File: src/include/clock_gen_pkg.sv
// Constants and types shared by the clock reference, prescaler and divider block
package clock_gen_pkg;
	localparam int CFG_W = 9;
	// Mode word field positions
	localparam int REF_SEL_POS = 0;
	localparam int DIV_BYPASS_POS = 1;
	localparam int PRE_BYPASS_POS = 2;
	localparam int PRE_RATIO_POS = 3;
	localparam int PIN_FUNC_POS = 4;
	localparam int REF_DIS_POS = 5;
	localparam int MODE_ZERO_LSB = 6;
	// Reset values of the active configuration
	localparam logic [8:0] MODE_RESET = 9'h000;
	localparam logic [8:0] DIVIDER_RESET = 9'h000;
	// Divisor is the programmed field plus this offset
	localparam logic [9:0] DIVISOR_OFFSET = 10'h002;
	// Power and output sequencing states
	typedef enum logic [2:0] {
		ST_RUN = 3'b001,
		ST_DRAIN = 3'b010,
		ST_OFF = 3'b100
	} power_state_e;
endpackage : clock_gen_pkg

File: src/design/clock_ref_select_divider_gate.sv
// Reference select, prescaler, N divider and synchronous output gating
`timescale 1ns/1ns
module clock_ref_select_divider_gate
	import clock_gen_pkg::*;
(
	input wire logic clk_sys,
	input wire logic rst,
	input wire logic [8:0] modeConfigWord,
	input wire logic [8:0] dividerConfigWord,
	input wire logic internalOscillator,
	input wire logic externalRefClock,
	input wire logic powerdownOrRefselPin,
	input wire logic outputEnable,
	output logic mainClkOut,
	output logic mainClkOe,
	output logic referenceClockOutput,
	output logic referenceClockOe,
	output logic poweredDown
);
	typedef struct packed {
		power_state_e st;
		logic [5:0] mode;
		logic [8:0] nField;
		logic oscPrev;
		logic [1:0] pre;
		logic masterPrev;
		logic oeSync;
		logic enSample;
		logic running;
		logic [9:0] cnt;
		logic mainOut;
		logic gateOne;
		logic refOut;
	} state_s;

	state_s cur_q, nxt_d;

	logic pinFunctionBit, refSelBit, dividerBypassBit, prescalerBypassBit;
	logic prescalerRatioBit, refOutputDisableBit, externalSel;
	logic masterClk, masterRise, masterFall, oscRise;
	logic [9:0] divisor, hiLen;
	logic [9:0] cntNext;
	logic stopReq, powerdownReq;

	assign pinFunctionBit = cur_q.mode[PIN_FUNC_POS];
	assign refSelBit = cur_q.mode[REF_SEL_POS];
	assign dividerBypassBit = cur_q.mode[DIV_BYPASS_POS];
	assign prescalerBypassBit = cur_q.mode[PRE_BYPASS_POS];
	assign prescalerRatioBit = cur_q.mode[PRE_RATIO_POS];
	assign refOutputDisableBit = cur_q.mode[REF_DIS_POS];

	// Reference choice is live from the pin when it acts as a select
	assign externalSel = pinFunctionBit ? refSelBit : ~powerdownOrRefselPin;
	assign powerdownReq = pinFunctionBit & ~powerdownOrRefselPin;

	assign oscRise = internalOscillator & ~cur_q.oscPrev;

	always_comb begin
		if (externalSel) begin
			masterClk = externalRefClock;
		end else if (prescalerBypassBit) begin
			masterClk = internalOscillator;
		end else begin
			masterClk = prescalerRatioBit ? cur_q.pre[0] : cur_q.pre[1];
		end
	end

	assign masterRise = masterClk & ~cur_q.masterPrev;
	assign masterFall = ~masterClk & cur_q.masterPrev;
	assign divisor = {1'b0, cur_q.nField} + DIVISOR_OFFSET;
	assign hiLen = (divisor + 10'h001) >> 1;
	assign cntNext = (cur_q.cnt == divisor - 10'h001) ? 10'h000 : cur_q.cnt + 10'h001;
	assign stopReq = ~cur_q.enSample | ~cur_q.st[0];

	always_comb begin
		nxt_d = cur_q;
		nxt_d.oscPrev = internalOscillator;
		nxt_d.masterPrev = masterClk;
		nxt_d.oeSync = outputEnable;
		if (oscRise) begin
			nxt_d.pre = cur_q.pre + 2'h1;
		end
		// Enable captured only at master rising edges; a change in the
		// cycle of the edge is seen one master period later
		if (masterRise) begin
			nxt_d.enSample = cur_q.oeSync;
		end
		if (dividerBypassBit) begin
			// Gate moves only while the master clock is low
			if (masterFall) begin
				nxt_d.gateOne = cur_q.enSample & cur_q.st[0];
			end
			nxt_d.mainOut = masterClk & cur_q.gateOne;
			nxt_d.running = 1'b0;
			nxt_d.cnt = 10'h000;
		end else begin
			nxt_d.gateOne = 1'b0;
			if (masterRise) begin
				if (cur_q.running) begin
					if (stopReq && !cur_q.mainOut) begin
						nxt_d.running = 1'b0;
						nxt_d.cnt = 10'h000;
					end else if (stopReq && cntNext >= hiLen) begin
						nxt_d.running = 1'b0;
						nxt_d.cnt = 10'h000;
						nxt_d.mainOut = 1'b0;
					end else begin
						nxt_d.cnt = cntNext;
						nxt_d.mainOut = cntNext < hiLen;
					end
				end else if (!stopReq) begin
					nxt_d.running = 1'b1;
					nxt_d.cnt = 10'h000;
					nxt_d.mainOut = 1'b1;
				end else begin
					nxt_d.cnt = 10'h000;
					nxt_d.mainOut = 1'b0;
				end
			end
		end
		// Reference output follows the master clock regardless of enable
		nxt_d.refOut = masterClk & ~refOutputDisableBit & ~cur_q.st[2];
		case (cur_q.st)
			ST_RUN: begin
				if (powerdownReq) begin
					nxt_d.st = ST_DRAIN;
				end
			end
			ST_DRAIN: begin
				if (!cur_q.mainOut && !cur_q.running && !masterClk && !cur_q.gateOne) begin
					nxt_d.st = ST_OFF;
					nxt_d.refOut = 1'b0;
				end
			end
			ST_OFF: begin
				nxt_d.mainOut = 1'b0;
				nxt_d.gateOne = 1'b0;
				nxt_d.enSample = 1'b0;
				nxt_d.refOut = 1'b0;
				if (!powerdownReq) begin
					// New configuration is taken only on power-up
					nxt_d.mode = modeConfigWord[MODE_ZERO_LSB-1:0];
					nxt_d.nField = dividerConfigWord;
					nxt_d.st = ST_RUN;
				end
			end
			default: begin
				nxt_d.st = ST_OFF;
			end
		endcase
	end

	always_ff @(posedge clk_sys) begin
		if (rst) begin
			cur_q.st <= ST_OFF;
			cur_q.mode <= MODE_RESET[MODE_ZERO_LSB-1:0];
			cur_q.nField <= DIVIDER_RESET;
			cur_q.oscPrev <= 1'b0;
			cur_q.pre <= 2'h0;
			cur_q.masterPrev <= 1'b0;
			cur_q.oeSync <= 1'b0;
			cur_q.enSample <= 1'b0;
			cur_q.running <= 1'b0;
			cur_q.cnt <= 10'h000;
			cur_q.mainOut <= 1'b0;
			cur_q.gateOne <= 1'b0;
			cur_q.refOut <= 1'b0;
		end else begin
			cur_q <= nxt_d;
		end
	end

	assign mainClkOut = cur_q.mainOut;
	assign mainClkOe = ~cur_q.st[2];
	assign referenceClockOutput = cur_q.refOut;
	assign referenceClockOe = ~refOutputDisableBit & ~cur_q.st[2];
	assign poweredDown = cur_q.st[2];

	// Helper: master rises seen while the main output stays high
	logic [9:0] hiRises_q;
	always_ff @(posedge clk_sys) begin
		if (rst || !cur_q.mainOut) begin
			hiRises_q <= 10'h000;
		end else if (masterRise) begin
			hiRises_q <= hiRises_q + 10'h001;
		end
	end
endmodule : clock_ref_select_divider_gate

File: config.mk
export PLATFORM = sky130hd
export DESIGN_NAME = clock_ref_select_divider_gate
export DESIGN_NICKNAME = d
export VERILOG_FILES = /design/src/include/clock_gen_pkg.sv /design/src/design/clock_ref_select_divider_gate.sv
export SDC_FILE = /design/constraint.sdc
export NUM_CORES = 1
export LEC_CHECK = 0
export BUFFER_PORTS_ARGS = -buffer_cell sky130_fd_sc_hd__buf_2
export CORE_MARGIN = 1.5
export CORE_UTILIZATION = 66
export CTS_BUF_LIST = sky130_fd_sc_hd__clkbuf_8
export DETAILED_ROUTE_END_ITERATION = 7
export MAX_ROUTING_LAYER = met4
export PLACE_DENSITY_LB_ADDON = 0.12
export SLEW_MARGIN = 20
export SYNTH_ARGS = -nofsm -noshare
export SYNTH_HDL_FRONTEND = slang
export SYNTH_SLANG_ARGS = --single-unit
export TNS_END_PERCENT = 1
File: constraint.sdc
create_clock -name clk_sys -period 10.4 [get_ports clk_sys]
set_input_delay 0.52 -clock clk_sys [delete_from_list [all_inputs] [get_ports clk_sys]]
set_output_delay 0.52 -clock clk_sys [all_outputs]
set_load 0.1 [all_outputs]
Word level (Yosys, flattened, before mapping)
Index checks and enable logic that the tools add are counted.
- bitwise gates (word level): 20
- $lt $le $gt $ge: 2
- reductions and logical operators: 16
- divide/modulo/power cells: 0
- $add $sub $neg: 5
- shifts and indexed selects: 0
- equality and inequality tests: 8
- multiply operators: 0
- muxes and demuxes: 21
- operator list (kind ; number):
    $mux 11 ; 2
    $add 10x1->10 const B ; 2
    $mux 18 ; 1
    $mux 12 ; 1
    $mux 1 ; 11
    $add 9x2->10 const B ; 1
    $eq 10x10->1 ; 1
    $ge 10x9->1 ; 1
    $lt 10x9->1 ; 1
    $mux 10 ; 1
    $not 1->1 ; 10
    $sub 10x1->10 const B ; 1
    $and 1x1->1 ; 9
    $pmux 3 s3 ; 1
    $mux 3 ; 2
    $ne 2x2->1 const B ; 3
    $logic_and 1x1->1 ; 5
    $logic_not 1->1 ; 4
    $reduce_and 2->1 ; 2
    $reduce_or 2->1 ; 2
    $eq 3x1->1 const B ; 1
    $eq 3x2->1 const B ; 1
    $eq 3x3->1 const B ; 1
    $ne 3x3->1 const B ; 1
    other kinds (7) ; 7
- output and inout port bits: 5
- ROM bits: 0
- memory bits (writable): 0
- bits in registers: 38
- input port bits: 24
- latch bits: 0
- memories: 0

Longest topological paths before layout
Gate-level depths: netlist of the first run.
- depth after elaboration: 11
- depth in mapped cells: 20

Worst setup path after synthesis of the first run
No wires, ideal clock.
- kind: reg-to-reg
- start: reg cur_q[21] (netlist name)
- end: reg cur_q[12] (netlist name)
- period minus slack after synthesis: 3992 ps
- data required time: 10331 ps
- slack: 6408 ps
- stages on the path, launching flop included: 19
- arrival time: 3923 ps
- setup time: 69 ps
- cell sequence: dfxtp_1 inv_1 ha_1 xor2_1 xnor2_1 nor4_2 o2111ai_1 a311oi_1 and4_4 buf_8 nor2_1 ha_1 a2111oi_0 o221ai_1 o21ai_0 nand4_1 a21o_1 or2_4 o21ai_1
- longest elaborated chain between the ends: 9
- elaborated cells on any way between the ends: 10
- RTL lines (element ; RTL line ; source):
    from (decl) ; clock_ref_select_divider_gate.sv:36 ; state_s cur_q, nxt_d;
    from (signal assigned) ; clock_ref_select_divider_gate.sv:169 ; cur_q <= nxt_d;
    $add 9x2->10 * ; clock_ref_select_divider_gate.sv:70 ; assign divisor = {1'b0, cur_q.nField} + DIVISOR_OFFSET;
    $sub 10x1->10 ; clock_ref_select_divider_gate.sv:72 ; assign cntNext = (cur_q.cnt == divisor - 10'h001) ? 10'h000 : cur_q.cnt + 10'h001;
    $eq 10x10->1 ; clock_ref_select_divider_gate.sv:72 ;
    $mux 10 ; clock_ref_select_divider_gate.sv:72 ;
    $ge 10x9->1 ; clock_ref_select_divider_gate.sv:103 ; end else if (stopReq && cntNext >= hiLen) begin
    $logic_and 1x1->1 ; clock_ref_select_divider_gate.sv:103 ;
    $mux 11 * ; clock_ref_select_divider_gate.sv:103 ;
    $mux 11 * ; clock_ref_select_divider_gate.sv:100 ; if (stopReq && !cur_q.mainOut) begin
    $mux 12 * ; clock_ref_select_divider_gate.sv:99 ; if (cur_q.running) begin
Mark *: on every way between the ends. The rest lies on a longest branch, timed or not.
A chain may end at the register's enable or synchronous reset.

Final worst setup path of the first run
- start: reg cur_q[21] (netlist name)
- end: reg cur_q[11] (netlist name)
Same word-level chain as after synthesis.

==> summary.md, run 1 <==
| Metric | Value |
|---|---|
| Crit path max-delay family | `compound AO/OA/AOI/OAI gates` |
| Slew @ Worst Pin | `around 0.65 ns` |
| Mapped Cells | `~370` |
| Worst-Skew Late Latency | `approximately 0.29 ns` |
| Clk root buf | `clkbuf_8` |
| Fmax | `201 MHz` |
| CTS tree | `done` |
| Mapped Area | `2850 um2` |
| WL final | `between 6 and 7 mm` |
| Crit. End Element | `flip-flop` |
| H-tree lvl count | `2` |
| Slowest Stage Delay on Critical Path | `about 0.58 ns` |
| Worst setup margin | `5.44 ns` |
| Layout cells sized above 1 | `0.136` |
| Min Tclk post-route | `4.96 ns` |
| Hold-fix buffer count after cts | `0` |
| Register area share after synthesis | `0.267` |
| WHS | `between 0.4 and 0.5 ns` |
| Setup TNS | `0 ns` |
| CP dominant cell by count | `ha_1` |
| Initial Utilization | `0.701` |
| DP HPWL | `4.65 mm` |
| Final core utilization | `0.763` |
| Multi-input logic area | `between 1500 and 2000 um2` |
| CTS resizes | `0` |
| Setup WS pre-CTS | `5.58 ns` |
| Hold Vio Cnt, Final | `0` |
| EDFF count, synth | `0` |
| Syn_area_per_cell | `~7.8 um2` |
| Slowest CP cell | `ha_1` |
| Ranking of synthesized cells by area | `dfxtp_1 (27%), nand2_1 (8.7%), ha_1 (6.6%)` |
| Vias in the first global route | `2358` |
| Critical Path RT | `between 10 and 15 ns` |
| Fill cells | `approximately 320` |
| Fraction of registers with async set/reset | `0` |
| Clk slew on worst S/H paths | `roughly 0.080 ns` |
| P&R area growth vs syn | `8.75%` |
| Power per Cell Area | `194 nW/um2` |
| Die width | `68.7 um` |
| Cell Rows | `23` |
| Register area | `761 um2` |
| I/O Pins | `29` |
| Largest net degree at the start of global routing | `29` |
| CP startpoint kind | `flip-flop` |
| Diodes inserted | `0` |
| Worst EP arrival | `5.20 ns` |
| Cells along the critical path | `ha_1 > and2_1 > a21boi_2 > o2111ai_4 > a41o_1 > o31ai_2 > and4_4 > nor2_1 > ha_1 > a2111oi_0 > o221ai_1 > o21ai_0 > nand4_1 > a21o_1 > or2_4 > o21ai_1` |
| Gr ovfl total | `0` |
| 1st-iter DRT viols | `150` |
| Post-CTS Setup Bufs | `0` |
| Port Buffers | `25` |
| Yosys cell types | `60` |
| Vias | `2596` |
| Slew Limit Fails | `0` |
| Gp weighted congestion | `0.894` |
| First-pass GRT wire length | `10.0 mm` |
| Max-cap violations | `0` |
| Synth top area share | `0.267` |
| Worst-path maximum fanout | `16` |
| Layout Skew | `about 0.0018 ns` |
| CTS max path bufs | `2` |
| DP Cell Count | `roughly 420` |
| Final cell count without fillers | `432` |
| Final setup fails | `0` |
| Most used flip-flop cell after synthesis | `dfxtp_1` |
| First-pass DRT Iterations | `4` |
| Status | `finished clean` |
| DR WL/cell | `14.5 um` |
| Net Count, Synth | `406` |
| DIE AREA | `4710 um2` |
| Total Routing Usage GR | `0.293` |
| Unrepaired setup endpoints after global routing | `false` |
| DR DRC count | `0` |
| Worst path bufs/invs | `0` |
| Period utilization | `0.477` |
| Vias per cell | `6.01` |
| Biggest area consumer among synthesized cells | `dfxtp_1` |
| Vert. Die Dim | `68.7 um` |
| Initial antenna violation count | `0` |
| Worst vdd ir | `214 uV` |
| Slew HR | `0.552` |
| Core Box Area | `4060 um2` |
| Classification of the worst setup path | `flip-flop to flip-flop` |
| Nets | `420` |
| Number of buffers created by CTS | `5` |
| Yosys reg bits | `38` |
| Tightest Hold Check Type | `input pin to flip-flop` |
| CTS sink cnt | `38` |
| Leak | `1.21 nW` |
| ANT nets after route | `0` |
| Warnings from Yosys | `0` |
[per-stage QoR]
| stage | total power [mW] | cell area (um2) |
|---|---|---|
| after floorplan | 0.400 | 2850 |
| after global placement | 0.435 | 2950 |
| after detailed placement | 0.442 | 2950 |
| after CTS | 0.599 | 3090 |
| after global routing | 0.633 | 3090 |
| final | 0.600 | 3090 |
[cells in the mapped netlist, types with 4 or more instances]
cell      number
a21oi_1       29
and3_1         5
nor4_1         6
nand2_1       66
nand2b_1       9
a211oi_1       4
nor2b_1        7
clkbuf_1      12
nor3_1         7
o21ai_0        7
xor2_1         9
inv_1          8
ha_1          15
and2_1         4
dfxtp_1       38
nor2_1        27
nand3_1       12
a21o_1         7
nand4_1        7
o21ai_1        8
xnor2_1       21
[cell type report]
class | instances | share of cell area
sequential | 38 | 0.246
inverter | 8 | 0.00970
clock inverter | 2 | 0.0194
tap | 50 | 0.0202
multi-input combinational | 302 | 0.635
clock buffer | 6 | 0.0267
timing repair buffer | 26 | 0.0429
[per-layer routing]
layer | vias to the layer above | routed length, um | global-route usage | part of all wire
met5 | - | 0 | - | 0
met4 | 0 | 148 | 0.105 | 0.024
met3 | 18 | 216 | 0.0649 | 0.035
met2 | 57 | 3040 | 0.505 | 0.49
met1 | 1201 | 2850 | 0.333 | 0.46
li1 | 1320 | - | - | -
[placed cells by master (no fill, tap or decap), drive strengths merged, types with 8 or more instances in the layout]
cell type,n
a21oi,29
buf,26
dfxtp,38
ha,15
inv,8
nand2,67
nand2b,9
nand3,13
nor2,28
nor2b,8
o21ai,16
xnor2,21
xor2,9
[where the power goes]
| group | leakage [nW] | internal, mW | switching, mW |
|---|---|---|---|
| sequential | 0.311 | 0.165 | 0.0384 |
| combinational | 0.827 | 0.0912 | 0.148 |
| clock | 0.0714 | 0.102 | 0.0555 |
| total | 1.21 | 0.359 | 0.242 |
[registers in the layout, indices dropped and copies added, names as in the netlist]
| signal | flops |
|---|---|
| cur_q | 35 |
| mainClkOut | 1 |
| referenceClockOutput | 1 |
| poweredDown | 1 |
[worst paths after layout]
path / start / end / slack (ns) / cells past startpoint
worst max-delay path: cur_q[21]$_SDFFE_PP0P_ / cur_q[11]$_SDFFE_PP0P_ / 5.44 / 16
worst max register to register: cur_q[21]$_SDFFE_PP0P_ / cur_q[11]$_SDFFE_PP0P_ / 5.44 / 16
worst min-delay path: outputEnable / cur_q[15]$_SDFF_PP0_ / 0.45 / 2
worst min register to register: cur_q[29]$_SDFFE_PP0P_ / cur_q[29]$_SDFFE_PP0P_ / 0.46 / 2
[cell families (layout without fill, tap and decap cells)]
logic type,count (synthesis),in the layout,share of synthesized area
XOR/XNOR,33,33,0.116
multiplexers,3,3,0.0106
AND/OR/NAND/NOR,167,167,0.296
adder cells (fa/ha/maj),15,15,0.0660
flip-flops,38,38,0.267
buffers and inverters,27,42,0.0457
AO/OA/AOI/OAI,84,84,0.199
(Power assumes the default switching activity.)
==> inputs of run 2 (changes only) <==
--- a/config.mk
+++ b/config.mk
@@ -7,7 +7,7 @@
 export LEC_CHECK = 0
 export BUFFER_PORTS_ARGS = -buffer_cell sky130_fd_sc_hd__buf_2
 export CORE_MARGIN = 1.5
-export CORE_UTILIZATION = 66
+export CORE_UTILIZATION = 55
 export CTS_BUF_LIST = sky130_fd_sc_hd__clkbuf_8
 export DETAILED_ROUTE_END_ITERATION = 7
 export MAX_ROUTING_LAYER = met4
==> constraint.sdc (replaced) <==
create_clock -name clk_sys -period 4.35 [get_ports clk_sys]
set_input_delay 0.2175 -clock clk_sys [delete_from_list [all_inputs] [get_ports clk_sys]]
set_output_delay 0.2175 -clock clk_sys [all_outputs]
set_load 0.1 [all_outputs]
==> summary.md, run 2 (synthesis results as in run 1) <==
| Metric | Value |
|---|---|
| DIE AREA | `5610 um2 (+19%)` |
| CP startpoint kind | `flip-flop` |
| Most frequent cells in the layout | `nand2_1 (66), dfxtp_1 (36), a21oi_1 (29), nor2_1 (27), buf_2 (25)` |
| Status | `finished clean` |
| ANT nets after route | `0 (unchanged)` |
| Max-cap violations | `0 (unchanged)` |
| H-tree lvl count | `2 (unchanged)` |
| Cell Rows | `25 (+8.7%)` |
| Classification of the worst setup path | `flip-flop to flip-flop` |
| Worst vdd ir | `649 uV (+200%)` |
| Crit. End Element | `flip-flop` |
| Vias | `2607 (+0.42%)` |
| Tightest Hold Check Type | `input pin to flip-flop` |
| Slew HR | `0.297 (-0.255)` |
| First-pass GRT wire length | `10.1 mm (+0.55%)` |
| Hold-fix buffer count after cts | `0 (unchanged)` |
| Gp weighted congestion | `0.873 (-2.4%)` |
| WL final | `6.26 mm (about the same)` |
| Vert. Die Dim | `74.9 um (+9.1%)` |
| I/O Pins | `29 (unchanged)` |
| CTS tree | `done` |
| Number of buffers created by CTS | `5 (unchanged)` |
| Worst EP arrival | `4.31 ns (-0.89 ns)` |
| Total Power | `1.47 mW (+140%)` |
| Vias in the first global route | `2231 (-5.4%)` |
| Layout Skew | `0.00655 ns (+0.00473 ns)` |
| Initial Utilization | `0.587 (-0.114)` |
| Biggest register | `cur_q` |
| CTS sink cnt | `38 (unchanged)` |
| Clk root buf | `clkbuf_8` |
| Layout cells sized above 1 | `0.166 (+0.0301)` |
| Clk slew on worst S/H paths | `0.08 ns (about the same)` |
| Hold Vio Cnt, Final | `0 (unchanged)` |
| Diodes inserted | `0 (unchanged)` |
| 1st-iter DRT viols | `129 (-14%)` |
| Total Routing Usage GR | `0.238 (-0.0551)` |
| Critical Path RT | `4.57 ns (-6.06 ns)` |
| Leak | `1.26 nW (+4.4%)` |
| Fill cells | `429 (+36%)` |
| Period utilization | `0.940 (+0.462)` |
| Setup TNS | `0 ns (unchanged)` |
| DR WL/cell | `13.7 um (-5.6%)` |
| Die width | `74.9 um (+9.1%)` |
| Most common cell after layout, fill and taps aside | `nand2_1` |
| Largest net degree at the start of global routing | `29 (unchanged)` |
| Fmax | `245 MHz (+21%)` |
| Port Buffers | `25 (unchanged)` |
| First-pass DRT Iterations | `4 (unchanged)` |
| Gr ovfl total | `0 (unchanged)` |
| Nets | `429 (+2.1%)` |
| Worst-Skew Late Latency | `0.28 ns (about the same)` |
| Max reg flops | `35 (unchanged)` |
| Final setup fails | `0 (unchanged)` |
| DP Cell Count | `449 (+5.9%)` |
| Initial antenna violation count | `0 (unchanged)` |
| Slew Limit Fails | `0 (unchanged)` |
| DP HPWL | `4.79 mm (+3.0%)` |
| Core Box Area | `4850 um2 (+19%)` |
| Vias per cell | `5.69 (-5.3%)` |
| P&R area growth vs syn | `13.2%` |
| Final cell count without fillers | `458 (+6.0%)` |
| Slew @ Worst Pin | `1.05 ns (+0.393 ns)` |
| Worst setup margin | `0.263 ns (-5.17 ns)` |
| Setup WS pre-CTS | `-0.00706 ns (-5.59 ns)` |
| Min Tclk post-route | `4.09 ns (-0.878 ns)` |
| CTS max path bufs | `2 (unchanged)` |
| Power per Cell Area | `456 nW/um2 (+130%)` |
| DR DRC count | `0 (unchanged)` |
| Worst-path maximum fanout | `13 (-3)` |
run 2: path summary, 6_finish.rpt:
kind | slack, ns | start | endpoint | cells after the start
worst min-delay path | 0.14 | outputEnable | cur_q[15]$_SDFF_PP0_ | 2
worst max register to register | 0.26 | cur_q[22]$_SDFFE_PP0P_ | cur_q[10]$_SDFFE_PP0P_ | 19
worst max-delay path | 0.26 | cur_q[22]$_SDFFE_PP0P_ | cur_q[10]$_SDFFE_PP0P_ | 19
worst min register to register | 0.46 | cur_q[29]$_SDFFE_PP0P_ | cur_q[29]$_SDFFE_PP0P_ | 2
run 2: area by class of cell:
| type | instances | area, um2 | area share |
|---|---|---|---|
| timing repair buffer | 35 | 213 | 0.0660 |
| sequential | 38 | 766 | 0.238 |
| inverter | 8 | 30.0 | 0.00932 |
| multi-input combinational | 302 | 1990 | 0.617 |
| tap | 67 | 83.8 | 0.0260 |
| clock buffer | 6 | 82.6 | 0.0256 |
| clock inverter | 2 | 60.1 | 0.0186 |
run 2: metrics by stage:
stage          hold slack, ns   util  instance area (um2)
3_3_place_gp            0.427  0.627                 3040
5_1_grt                 0.136  0.665                 3220
2_1_floorplan           0.346      -                 2850
6_report                0.138  0.665                 3220
4_1_cts                 0.134  0.657                 3180
3_5_place_dp            0.437  0.627                 3040
run 2: report_power, final:
group	switching (mW)	total, mW	leakage [nW]	internal (mW)
clock	0.126	0.371	0.0714	0.245
sequential	0.0873	0.484	0.312	0.397
combinational	0.371	0.613	0.879	0.242
run 2: layer usage:
| layer | up-vias | share of wire | global-route usage |
|---|---|---|---|
| met5 | - | 0 | - |
| met4 | 0 | 0.010 | 0.0606 |
| met3 | 6 | 0.027 | 0.0415 |
| met2 | 44 | 0.48 | 0.379 |
| met1 | 1215 | 0.49 | 0.314 |
| li1 | 1342 | - | - |
run 2: worst max-delay path, stage by stage, from the launching register on:
cell and delay (ns):
dfxtp_4 0.38, ha_1 0.25, buf_4 0.18, or3_4 0.34, nor2_4 0.13, o2111ai_4 0.13
a41o_1 0.23, o31ai_2 0.22, and4_4 0.29, buf_12 0.14, nor2_1 0.05, ha_1 0.31
a21o_1 0.18, a21oi_1 0.15, o221ai_1 0.14, o21ai_2 0.12, nand4_1 0.10, a21o_1 0.25
or2_4 0.28, o21ai_1 0.13
run 2: what timing repair did:
item                       CTS  global route
gates resized for setup      1             8
setup endpoints to repair    7            11
hold endpoints to repair     0             0
pin swaps                    0             1
setup buffers                0             1
